## config.mk

```make
export PLATFORM = sky130hd
export DESIGN_NAME = ssl_loader
export DESIGN_NICKNAME = d
export VERILOG_FILES = /design/src/ssl_pkg.sv /design/src/ssl_sync.sv /design/src/ssl_loader.sv
export VERILOG_INCLUDE_DIRS = /design/src
export SDC_FILE = /design/constraint.sdc
export NUM_CORES = 1
export LEC_CHECK = 0
export ABC_CLOCK_PERIOD_IN_PS = 1800
export BUFFER_PORTS_ARGS = -buffer_cell sky130_fd_sc_hd__buf_2
export CORE_UTILIZATION = 49
export CTS_CLUSTER_SIZE = 16
export DETAILED_ROUTE_END_ITERATION = 8
export MAX_ROUTING_LAYER = met4
export PLACE_DENSITY = 0.82
export RECOVER_POWER = 50
export SYNTH_ARGS = -nofsm -noshare
export SYNTH_HDL_FRONTEND = slang
export SYNTH_SLANG_ARGS = --single-unit
export TNS_END_PERCENT = 20
```

## constraint.sdc

```tcl
create_clock -name ref_clk_i -period 1.8 [get_ports ref_clk_i]
set_clock_uncertainty 0.2 [all_clocks]
set_input_delay 0.27 -clock ref_clk_i [delete_from_list [all_inputs] [get_ports ref_clk_i]]
set_output_delay 0.27 -clock ref_clk_i [all_outputs]
set_load 0.1 [all_outputs]
```

## src/ssl_defs.svh

```systemverilog
`ifndef SSL_DEFS_SVH
`define SSL_DEFS_SVH
// Notes on behaviour
// - frames arrive msb first; each data bit is taken on serial clock rising edge.
// - clock count in a frame picks target: 8 config, 16 reference, 24 counter.
// - registers stay unchanged while bits shift; they update only at frame end.
// - low 13 reference bits are double-buffered; 16-bit frame loads first buffer only.
// - upper 3 reference bits take effect at once when a 16-bit frame ends.
// - a 24-bit frame also copies the first reference buffer into the second.
// - enable-low pulse without clock edges copies first reference buffer to second.
// - no address bits; all bits are data; registers written in any order.
// - in data-out mode the output shifts on each falling serial clock edge.
// - static shift register; any serial clock rate down to dc is tolerated.
// - enable rising edge moves shifted data to the target chosen by length.
// - while enable is high clock edges are ignored and the port stays initialized.
// - after reset the multi-function output defaults to serial data out.
`define SSL_LEN_CFG      6'd8
`define SSL_LEN_REF      6'd16
`define SSL_LEN_CNT      6'd24
`define SSL_LEN_MAX      6'd32
`define SSL_CFG_RESET    8'h00
`define SSL_REF_RESET    16'h0000
`define SSL_CNT_RESET    24'h400000
`define SSL_REF_LO_W     13
`define SSL_SEL_HI_BIT   23
`define SSL_SEL_LO_BIT   22
`endif

```

## src/ssl_pkg.sv

```systemverilog
package ssl_pkg;
   typedef enum logic [1:0] {
      SSL_OUT_PORT = 2'b00,
      SSL_OUT_DATA = 2'b01,
      SSL_OUT_FV   = 2'b10,
      SSL_OUT_FR   = 2'b11
   } ssl_out_mode_t;
   typedef struct packed {
      logic [7:0]  config_reg;
      logic [2:0]  ref_hi;
      logic [12:0] ref_buf1;
      logic [12:0] ref_buf2;
      logic [23:0] counter_reg;
   } ssl_regs_t;
endpackage

```

## src/ssl_sync.sv

```systemverilog
`timescale 1ns/1ps
module ssl_sync #(
   parameter int WIDTH = 3
) (
   input  wire logic             ref_clk_i,
   input  wire logic             reset_i,
   input  wire logic [WIDTH-1:0] async_i,
   output logic      [WIDTH-1:0] sync_o
);
   logic [WIDTH-1:0] stage1;
   logic [WIDTH-1:0] stage2;
   logic [WIDTH-1:0] next_stage1;
   logic [WIDTH-1:0] next_stage2;
   always_comb begin
      next_stage1 = async_i;
      next_stage2 = stage1;
   end
   always_ff @(posedge ref_clk_i) begin
      if (reset_i) begin
         stage1 <= '1;
         stage2 <= '1;
      end else begin
         stage1 <= next_stage1;
         stage2 <= next_stage2;
      end
   end
   assign sync_o = stage2;
endmodule

```

## src/ssl_loader.sv

```systemverilog
`timescale 1ns/1ps
`include "ssl_defs.svh"
module ssl_loader (
   input  wire logic               ref_clk_i,
   input  wire logic               reset_i,
   input  wire logic               serial_clk_i,
   input  wire logic               serial_data_i,
   input  wire logic               port_select_n_i,
   input  wire logic               fr_pulse_i,
   input  wire logic               fv_pulse_i,
   output logic                    out_a_o,
   output ssl_pkg::ssl_out_mode_t  out_mode_o,
   output ssl_pkg::ssl_regs_t      regs_o
);
   // ****************************************
   // input synchronisers
   // ****************************************
   logic [2:0] pins_s;
   ssl_sync #(.WIDTH(3)) u_sync (
      .ref_clk_i (ref_clk_i),
      .reset_i   (reset_i),
      .async_i   ({port_select_n_i, serial_clk_i, serial_data_i}),
      .sync_o    (pins_s)
   );
   logic sel_n_s;
   logic sclk_s;
   logic sdat_s;
   assign sel_n_s = pins_s[2];
   assign sclk_s  = pins_s[1];
   assign sdat_s  = pins_s[0];

   // ****************************************
   // edge detection and shifting
   // ****************************************
   logic        sclk_d;
   logic        sel_n_d;
   logic [31:0] shifter;
   logic [5:0]  edge_cnt;
   logic        out_bit;
   logic        next_sclk_d;
   logic        next_sel_n_d;
   logic [31:0] next_shifter;
   logic [5:0]  next_edge_cnt;
   logic        next_out_bit;
   logic        rise;
   logic        fall;
   logic        frame_end;
   logic        frame_start;
   ssl_pkg::ssl_regs_t    regs;
   ssl_pkg::ssl_regs_t    next_regs;

   assign rise        = sclk_s & ~sclk_d;
   assign fall        = ~sclk_s & sclk_d;
   assign frame_end   = sel_n_s & ~sel_n_d;
   assign frame_start = ~sel_n_s & sel_n_d;

   always_comb begin
      next_sclk_d   = sclk_s;
      next_sel_n_d  = sel_n_s;
      next_shifter  = shifter;
      next_edge_cnt = edge_cnt;
      next_out_bit  = out_bit;
      if (sel_n_s) begin
         next_edge_cnt = 6'd0;
      end else if (frame_start) begin
         next_edge_cnt = 6'd0;
      end else if (rise) begin
         next_shifter = {shifter[30:0], sdat_s};
         if (edge_cnt != 6'h3f) begin
            next_edge_cnt = edge_cnt + 6'd1;
         end
      end else if (fall) begin
         next_out_bit = shifter[23];
      end
   end

   always_ff @(posedge ref_clk_i) begin
      if (reset_i) begin
         sclk_d   <= 1'b1;
         sel_n_d  <= 1'b1;
         shifter  <= 32'h0;
         edge_cnt <= 6'd0;
         out_bit  <= 1'b0;
      end else begin
         sclk_d   <= next_sclk_d;
         sel_n_d  <= next_sel_n_d;
         shifter  <= next_shifter;
         edge_cnt <= next_edge_cnt;
         out_bit  <= next_out_bit;
      end
   end

   // ****************************************
   // register transfer at frame end
   // ****************************************
   always_comb begin
      next_regs = regs;
      if (frame_end) begin
         unique case (edge_cnt)
            `SSL_LEN_CFG: next_regs.config_reg = shifter[7:0];
            `SSL_LEN_REF: begin
               next_regs.ref_hi   = shifter[15:13];
               next_regs.ref_buf1 = shifter[12:0];
            end
            `SSL_LEN_CNT: begin
               next_regs.counter_reg = shifter[23:0];
               next_regs.ref_buf2    = regs.ref_buf1;
            end
            6'd0: next_regs.ref_buf2 = regs.ref_buf1;
            default: next_regs = regs;
         endcase
      end
   end

   always_ff @(posedge ref_clk_i) begin
      if (reset_i) begin
         regs.config_reg  <= `SSL_CFG_RESET;
         regs.ref_hi      <= 3'(`SSL_REF_RESET >> `SSL_REF_LO_W);
         regs.ref_buf1    <= 13'(`SSL_REF_RESET);
         regs.ref_buf2    <= 13'(`SSL_REF_RESET);
         regs.counter_reg <= `SSL_CNT_RESET;
      end else begin
         regs <= next_regs;
      end
   end

   // ****************************************
   // multi-function output
   // ****************************************
   ssl_pkg::ssl_out_mode_t mode;
   assign mode = ssl_pkg::ssl_out_mode_t'({regs.counter_reg[`SSL_SEL_HI_BIT],
                                           regs.counter_reg[`SSL_SEL_LO_BIT]});
   logic out_a;
   logic next_out_a;
   always_comb begin
      unique case (mode)
         ssl_pkg::SSL_OUT_PORT: next_out_a = regs.config_reg[1];
         ssl_pkg::SSL_OUT_DATA: next_out_a = out_bit;
         ssl_pkg::SSL_OUT_FV:   next_out_a = fv_pulse_i;
         ssl_pkg::SSL_OUT_FR:   next_out_a = fr_pulse_i;
      endcase
   end
   always_ff @(posedge ref_clk_i) begin
      if (reset_i) begin
         out_a <= 1'b0;
      end else begin
         out_a <= next_out_a;
      end
   end
   assign out_a_o    = out_a;
   assign out_mode_o = mode;
   assign regs_o     = regs;

   // ****************************************
   // checks
   // ****************************************
   property p_hold_mid_frame;
      @(posedge ref_clk_i) disable iff (reset_i)
      !frame_end |=> regs == $past(regs);
   endproperty
   a_hold_mid_frame: assert property (p_hold_mid_frame) else $error("register changed mid frame");

   property p_cfg_load;
      @(posedge ref_clk_i) disable iff (reset_i)
      frame_end && edge_cnt == `SSL_LEN_CFG |=> regs.config_reg == $past(shifter[7:0]);
   endproperty
   a_cfg_load: assert property (p_cfg_load) else $error("config not loaded");

   property p_ref_buf1_only;
      @(posedge ref_clk_i) disable iff (reset_i)
      frame_end && edge_cnt == `SSL_LEN_REF |=>
         regs.ref_buf1 == $past(shifter[12:0]) && $stable(regs.ref_buf2);
   endproperty
   a_ref_buf1_only: assert property (p_ref_buf1_only) else $error("reference buffer wrong");

   property p_ref_hi;
      @(posedge ref_clk_i) disable iff (reset_i)
      frame_end && edge_cnt == `SSL_LEN_REF |=> regs.ref_hi == $past(shifter[15:13]);
   endproperty
   a_ref_hi: assert property (p_ref_hi) else $error("upper reference bits not applied");

   property p_cnt_copy;
      @(posedge ref_clk_i) disable iff (reset_i)
      frame_end && edge_cnt == `SSL_LEN_CNT |=>
         regs.ref_buf2 == $past(regs.ref_buf1) && regs.counter_reg == $past(shifter[23:0]);
   endproperty
   a_cnt_copy: assert property (p_cnt_copy) else $error("counter frame transfer wrong");

   property p_empty_copy;
      @(posedge ref_clk_i) disable iff (reset_i)
      frame_end && edge_cnt == 6'd0 |=> regs.ref_buf2 == $past(regs.ref_buf1);
   endproperty
   a_empty_copy: assert property (p_empty_copy) else $error("empty pulse did not copy");

   property p_bad_len;
      @(posedge ref_clk_i) disable iff (reset_i)
      frame_end && edge_cnt != 6'd0 && edge_cnt != `SSL_LEN_CFG && edge_cnt != `SSL_LEN_REF
         && edge_cnt != `SSL_LEN_CNT |=> $stable(regs);
   endproperty
   a_bad_len: assert property (p_bad_len) else $error("bad length changed registers");

   property p_idle_cnt;
      @(posedge ref_clk_i) disable iff (reset_i)
      sel_n_s ##1 sel_n_s |-> edge_cnt == 6'd0;
   endproperty
   a_idle_cnt: assert property (p_idle_cnt) else $error("count moved while idle");

   property p_count;
      @(posedge ref_clk_i) disable iff (reset_i)
      !sel_n_s && !frame_start && rise && edge_cnt < 6'd40 |=> edge_cnt == $past(edge_cnt) + 6'd1;
   endproperty
   a_count: assert property (p_count) else $error("edge not counted");

   property p_data_out;
      @(posedge ref_clk_i) disable iff (reset_i)
      mode == ssl_pkg::SSL_OUT_DATA && !sel_n_s && !rise && fall ##1 mode == ssl_pkg::SSL_OUT_DATA
         |=> out_a == $past(shifter[23], 2);
   endproperty
   a_data_out: assert property (p_data_out) else $error("data out wrong");

   property p_shift;
      @(posedge ref_clk_i) disable iff (reset_i)
      !sel_n_s && !frame_start && rise |=> shifter[0] == $past(sdat_s);
   endproperty
   a_shift: assert property (p_shift) else $error("bit not shifted in");

   property p_reset_mode;
      @(posedge ref_clk_i)
      reset_i |=> mode == ssl_pkg::SSL_OUT_DATA;
   endproperty
   a_reset_mode: assert property (p_reset_mode) else $error("reset mode not data out");
endmodule

```

* After elaboration in Yosys (flattened, before gate mapping) *
Cells that the tools add are included.

word-level totals
  bits in registers = 101
  output and inout bits = 64
  logic and storage cells = 43

operators by class
  add/subtract/negate cells = 1
  eq/ne operators = 7
  muxes and demuxes = 1
  bitwise logic cells = 10
  reduce and logical (&&, ||, !) cells = 11

operators with widths
  kind                 number
  $eq 6x5->1 const B   2
  $reduce_and 2->1     5
  $add 6x1->6 const B  1
  $eq 6x4->1 const B   1
  $logic_not 6->1      1
  $ne 6x6->1 const B   1
  $not 1->1            6
  $and 1x1->1          4
  $eq 2x2->1 const B   2
  $pmux 1 s4           1
  $reduce_and 4->1     1
  $reduce_and 3->1     1
  $reduce_or 3->1      1
  $eq 2x1->1 const B   1
  $logic_not 2->1      1
  $reduce_or 2->1      1

* Longest topological paths before layout *
Gate-level depths: netlist of run 1.

  depth after elaboration = 4
  gate-level depth with buffers = 7
  mapped depth without buffers = 5

* Modules after synthesis *
A second synthesis of run 1 with hierarchy kept.

unflattened totals
  cells, all modules = 399
  area, all modules = 4036.4 µm²

by module, submodules not included
  module      times used  cells an instance  area an instance (µm²)
  ssl_loader  1           387                3878.7
  ssl_sync    1           12                 157.7

* Worst setup path after synthesis of run 1 *
OpenSTA, ideal clock, no wires.

  path type = flip-flop to flip-flop
  start point = reg regs (netlist bit out_mode_o[1])
  end point = reg out_a, in the netlist out_a_o
  library setup time = 123 ps
  arrival time = 1697 ps
  setup slack = -220 ps
  stages on the path, launching flop included = 3
  path buffers = 0
  period minus slack after synthesis = 2020 ps
  cell sequence = dfxtp_1 > mux4_2 > nor2b_1

between the ends
  longest elaborated chain between the ends = 2

RTL lines
  what                                      line               source
  start, declared                           ssl_loader.sv:49   ssl_pkg::ssl_regs_t regs;
  start signal, assigned                    ssl_loader.sv:123  regs <= next_regs;
  $eq 2x2->1, or another cell as far along  ssl_loader.sv:136  unique case (mode)
  $pmux 1 s4 (*)                            ssl_loader.sv:136
  end signal, assigned                      ssl_loader.sv:147  out_a <= next_out_a;
  end, declared                             ssl_loader.sv:133  logic out_a;

Mark *: on every way between the ends. The rest lies on a longest branch, timed or not.
A chain may end at the register's enable or synchronous reset.

* Worst setup path after layout of run 1 *
  start point = reg edge_cnt[0]
  end point = reg regs (netlist bit regs_o[19])

between the ends
  longest elaborated chain between the ends = 2

RTL lines
  what                               line              source
  start, declared                    ssl_loader.sv:38  logic [5:0] edge_cnt;
  start signal, assigned             ssl_loader.sv:88  edge_cnt <= next_edge_cnt;
  $eq 6x5->1                         ssl_loader.sv:99  unique case (edge_cnt)
  $reduce_and 2->1 (no source line)  -

Every way passes these cells.

==> results of run 1 <==
[final cells by class]
| type | instances | area [µm²] |
|---|---|---|
| clock inverters | 6 | 52.6 |
| clock buffers | 10 | 138 |
| flip-flops and latches | 101 | 2030 |
| fillers | 653 | 3000 |
| repair buffers | 94 | 642 |
| inverters | 2 | 7.51 |
| well taps | 102 | 128 |
| multi-input cells | 269 | 1890 |
[stage by stage]
step                      cells  power [mW]  utilization
after floorplan             402        2.37            -
after CTS                   581        3.76        0.612
final                       584        3.72        0.619
after global placement      560        2.39        0.579
after detailed placement    560        2.39        0.579
after global routing        584        3.86        0.619
[cell usage in the layout (no fill, tap or decap), types with 3 or more instances in the layout]
cell,n
a21oi_1,25
nand2b_1,84
mux2i_1,62
buf_2,69
dlygate4sd3_1,3
buf_12,7
dfxtp_2,3
o2111ai_1,3
dfxtp_1,98
buf_4,11
nand2_1,50
clkbuf_8,10
nor2_1,3
or2_2,8
[per-layer routing]
| metal | part of all wire | track usage |
|---|---|---|
| met3 | 0.034 | 0.0431 |
| met5 | 0 | - |
| met4 | 0.018 | 0.0808 |
| met1 | 0.47 | 0.244 |
| met2 | 0.48 | 0.325 |
[worst min path at each step]
stage	from	slack, ns	cells after the start	to
after global routing	fr_pulse_i	0.16	3	out_a_o
after CTS	reset_i	0.0001	2	shifter[0]
final	fr_pulse_i	0.14	3	out_a_o
after detailed placement	u_sync.next_stage2[1]	0.19	1	u_sync.sync_o[1]
after floorplan	serial_data_i	0.17	1	u_sync.next_stage2[0]
after global placement	u_sync.next_stage2[2]	0.19	1	u_sync.sync_o[2]
[where the power goes]
part           leakage [nW]  internal, mW  switching, mW
sequential            0.815          2.24        0.00481
combinational          1.23        0.0574         0.0465
clock                0.0914         0.562          0.807
total                  2.14          2.86          0.858
[flip-flops by register name (all words and copies together) (netlist names)]
name / flops
edge_cnt: 6
out_a_o: 1
out_bit: 1
out_mode_o: 2
regs_o: 59
sclk_d: 1
sel_n_d: 1
shifter: 24
u_sync.next_stage2: 3
u_sync.sync_o: 3
[cell usage after synthesis]
cell	count	area, µm²
and4_1	1	8.76
and2_1	1	6.26
buf_4	4	30.0
a211oi_1	1	7.51
o2111ai_1	3	26.3
nor2b_1	2	12.5
and3_1	1	6.26
mux4_2	1	22.5
buf_2	7	35.0
inv_1	2	7.51
o211a_1	1	10.0
and4b_1	2	20.0
a21oi_1	25	125
and4bb_2	1	12.5
buf_6	3	33.8
dfxtp_1	101	2020
mux2i_1	62	621
a311oi_1	1	8.76
nor3_1	2	10.0
a31oi_1	1	6.26
or2_2	8	50.1
ha_1	2	25.0
or3_1	1	6.26
nand2b_1	84	526
nand3b_2	1	11.3
nand4b_4	1	23.8
o21ai_0	1	5.00
nor2_1	3	11.3
and4bb_4	1	16.3
nor4b_2	1	15.0
nor4b_1	2	17.5
nand3_1	1	5.00
a41oi_1	2	17.5
or4b_1	1	10.0
clkbuf_1	16	60.1
xnor2_1	1	8.76
nand2_1	50	188
nand4bb_1	2	22.5
o31ai_1	1	7.51
and4bb_1	1	12.5
[cells by family (layout without fill, tap and decap cells)]
family	Yosys count	in the layout	synth area share
AOI/OAI and AO/OA	36	36	0.0526
xor gates and xnor gates	1	1	0.00215
adders and majority gates	2	2	0.00615
buffers and inverters	32	112	0.0409
DFF	101	101	0.497
muxes	63	63	0.158
and+or+nand+nor	167	167	0.243
[repair_timing]
action	4_1_cts	5_1_grt
setup buffers	2	2
resized for setup	0	6
hold buffers	3	0
gates cloned	0	1
endpoints found under the hold margin	3	0
pin swaps	0	0
setup endpoints to repair	6	26
[worst reg2reg max path, delay by kind of cell, from the launching register on]
family | cells | cell delay, ns
fa+ha+maj | 1 | 0.13
buf+inv | 3 | 0.37
flops | 1 | 0.34
mux | 1 | 0.17
simple gates | 2 | 0.53
==> reports/qor.yml, run 1 <==
min_path:
  holdCritPathClass: "input port to flop"
routing:
  wl_per_cell_um: 14.1
  via_per_inst: 5.11
  drt-initial-drc-count: 105
  ant_nets: 0
  dr.pass1.iters: 4
  drc: 0
  finalWirelength_mm: 8.24
  via_count: 2982
sta:
  setup_tns_ns: 0
  max_freq_mhz: 559
  period_share: 0.995
  drv_slew: 0
  setup_ws_ns: 0.00990
  setup_viol: 0
  rsz0062_at_grt: "true"
  max-slew-margin-rel: 0.650
  holdWs_ns: 0.141
  finalCriticalPeriod_ns: 1.79
  tightest_slew_ns: 0.521
  hold_viol_final: 0
global_route:
  grt_pass1_wl_mm: 13.3
  overflow: 0
  antenna_found_initial: 0
  grt_max_degree: 98
  grt_pass1_vias: 2835
  grtUsageTotal: 0.201
worst_setup_path:
  path_cells: "inv_2 -> ha_1 -> and4bb_1 -> buf_6 -> and4b_2 -> clkbuf_16 -> mux2i_1"
  r2r_end: "regs_o[19]"
  cp.depth: 7
  crit_path_end: "regs_o[19]"
  critPathLaunch: "edge_cnt[0]"
  rrSetupSlack_ns: 0.01
  crit_path_top_delay_cell: "dfxtp_2"
  cp.arrival_ns: 1.90
  cp_num_buf_inv: 3
  endpoint_kind: "flop"
  start_kind: "flop"
  r2r_cells: 7
  worstSetupPathType: "flop to flop"
  critPathMaxFanout: 6
  r2r_start: "edge_cnt[0]"
  cp_top_family: "simple AND/OR/NAND/NOR gates"
  slowest_delay_ns: 0.34
  required_ns: 1.91
clocking:
  cts-htree-levels: 3
  cts.clk_slew.worst_paths_ns: 0.09
  clock_path_buffers: 2
  cts.sinks: 101
  insertion_delay_ns: 0.37
  cts_tree: "built"
  root_buffer: "clkbuf_8"
  numCtsBuffers: 9
synthesis:
  yosysSeqAreaShare: 0.497
  syn-instance-count: 402
  synth.distinct_cells: 40
  syn_nets: 411
  avgSynthCellArea_um2: 10.1
  syn_area_mm2: 0.00407
  ys.warnings.count: 0
  synth-seq-cells: 101
layout:
  nets: 486
  fin_area_mm2: 0.00488
  antenna_cells: 0
  drive_above_1_share: 0.259
  area_growth_pct: 20.0
power_and_ir_drop:
  leakagePower_nw: 2.14
  ir_drop_mv: 0.409
  powerDensity_mw_per_mm2: 761
place:
  place_congestion: 0.957
  pre_cts_ws_ns: -0.0110
  placed_cell_area_mm2: 0.00457
  port_buffers: 70
  post-dp-hpwl_mm: 5.48
floorplan:
  core_area_mm2: 0.00789
  dieHeight_um: 93.1
  rows: 32
  die_w_um: 93.1
  io_pins: 71
  start_util: 0.516
  dieArea_mm2: 0.00868
run:
  cap_viol_max_count: 0
status:
  status: "finished clean"
(Power assumes the default switching activity.)
==> run 2, diff against run 1 <==
--- a/config.mk
+++ b/config.mk
@@ -8,6 +8,7 @@
 export LEC_CHECK = 0
 export ABC_CLOCK_PERIOD_IN_PS = 1800
 export BUFFER_PORTS_ARGS = -buffer_cell sky130_fd_sc_hd__buf_2
+export CORE_ASPECT_RATIO = 1.4
 export CORE_UTILIZATION = 49
 export CTS_CLUSTER_SIZE = 16
 export DETAILED_ROUTE_END_ITERATION = 8
==> reports/qor.yml, run 2 (synthesized netlist as in run 1, its figures left out) <==
global_route:
  overflow: 0  # unchanged
  grtUsageTotal: 0.198  # -0.00220
  grt_pass1_vias: 2788  # -1.7%
  grt_max_degree: 64  # -35%
  antenna_found_initial: 0  # unchanged
  grt_pass1_wl_mm: 12.9  # -2.5%
layout:
  fin_area_mm2: 0.00502  # +2.8%
  layout_commonest_cell: "dfxtp_1"
  nets: 485  # -0.21%
  post-route-util: 0.620  # about the same
  largest_reg_flops: 59  # unchanged
  area_growth_pct: 23.3
  most-common-layout-cells: "97 x dfxtp_1, 84 x nand2b_1, 70 x buf_2, 60 x mux2i_1, 50 x nand2_1"
  antenna_cells: 0  # unchanged
  drive_above_1_share: 0.263  # +0.00316
sta:
  drv_slew: 0  # unchanged
  period_share: 0.983  # -0.0117
  max-slew-margin-rel: 0.601  # -0.0493
  setup_viol: 0  # unchanged
  hold_viol_final: 0  # unchanged
  finalCriticalPeriod_ns: 1.77  # -0.0210 ns
  max_freq_mhz: 565  # +1.2%
  tightest_slew_ns: 0.599  # +0.0780 ns
  rsz0062_at_grt: "true"
routing:
  drt-initial-drc-count: 141  # +34%
  drc: 0  # unchanged
  via_per_inst: 5.11  # +0.14%
  finalWirelength_mm: 8.15  # -1.1%
  wl_per_cell_um: 14.0  # -0.74%
  via_count: 2976  # -0.20%
  dr.pass1.iters: 4  # unchanged
  ant_nets: 0  # unchanged
clocking:
  cts.clk_slew.worst_paths_ns: 0.06  # -0.03 ns
  numCtsBuffers: 9  # unchanged
  cts.sinks: 101  # unchanged
  insertion_delay_ns: 0.34  # -0.03 ns
  root_buffer: "clkbuf_16"
  clock_path_buffers: 2  # unchanged
  cts_tree: "built"
  cts-htree-levels: 3  # unchanged
min_path:
  holdCritPathClass: "input port to flop"
  whs_path_depth: 2  # -1
worst_setup_path:
  critPathMaxFanout: 7  # +1
  start_kind: "flop"
  worstSetupPathType: "flop to flop"
  required_ns: 1.83  # -0.08 ns
  endpoint_kind: "flop"
  cp.arrival_ns: 1.80  # -0.10 ns
  r2r_cells: 7  # unchanged
power_and_ir_drop:
  leakagePower_nw: 2.19  # +2.6%
  ir_drop_mv: 0.617  # +51%
  powerDensity_mw_per_mm2: 902  # +19%
run:
  cap_viol_max_count: 0  # unchanged
floorplan:
  rows: 39  # +22%
  die_w_um: 79.0  # -15%
  dieHeight_um: 110  # +18%
  core_area_mm2: 0.00810  # +2.7%
  start_util: 0.502  # -0.0136
  dieArea_mm2: 0.00868  # about the same
  io_pins: 71  # unchanged
place:
  post-dp-hpwl_mm: 5.45  # -0.48%
  place_congestion: 0.935  # -2.3%
  placed_cell_area_mm2: 0.00458  # +0.16%
  port_buffers: 70  # unchanged
status:
  status: "finished clean"
[run 2: changes by cell type in the layout (fill, tap and decap cells not counted), sizes merged]
cell      before  now
bufinv         0    3
clkinvlp       2    0
inv            5    3
clkbuf        13   12
[run 2: worst paths after layout]
path | from | end | slack (ns)
min reg2reg | u_sync.next_stage2[2] | u_sync.sync_o[2] | 0.21
min | reset_i | shifter[6] | 0.15
max reg2reg | edge_cnt[1] | regs_o[7] | 0.03
max | edge_cnt[1] | regs_o[7] | 0.03
[run 2: area by class of cell]
class	instances	area [µm²]
Clock buffer	10	229
Clock inverter	5	108
Fill cell	648	3080
Inverter	2	7.51
Multi-Input combinational cell	269	1910
Sequential cell	101	2030
Tap cell	102	128
Timing Repair Buffer	93	614
[run 2: where the power goes]
| group | internal, mW | switching (mW) |
|---|---|---|
| Sequential | 2.24 | 0.00441 |
| Clock | 1.36 | 0.821 |
| Combinational | 0.0572 | 0.0455 |
| Total | 3.66 | 0.871 |
[run 2: per-layer routing]
| metal | vias up | track usage | wire length [µm] |
|---|---|---|---|
| met1 | 1403 | 0.222 | 3530 |
| met2 | 60 | 0.342 | 4190 |
| met4 | 0 | 0.0701 | 163 |
| li1 | 1503 | - | - |
| met5 | - | - | 0 |
| met3 | 10 | 0.0498 | 259 |
[run 2: critical path, stage by stage, from the launching register on]
cell,delay (ns)
dfxtp_2,0.34
inv_2,0.05
ha_1,0.12
and4bb_2,0.30
buf_6,0.13
nand4b_4,0.14
buf_12,0.20
mux2i_4,0.17
[run 2: through the flow]
stage	hold WS [ns]	setup TNS, ns	instances	power, mW	setup WS, ns
final	0.152	0	582	4.53	0.0309
after detailed placement	0.196	0	561	2.39	0.00000211
after global routing	0.175	-0.0313	582	4.67	-0.0274
after global placement	0.193	0	561	2.39	0.105
after floorplan	0.174	0	402	2.37	0.0616
after CTS	0.137	0	580	4.55	0.0256
[run 2: repair_timing]
item	4_1_cts	5_1_grt
hold endpoints to repair	3	0
gates resized for setup	0	10
hold buffers	3	0
buffers inserted	1	1
setup endpoints to repair	5	41
cloned	0	1
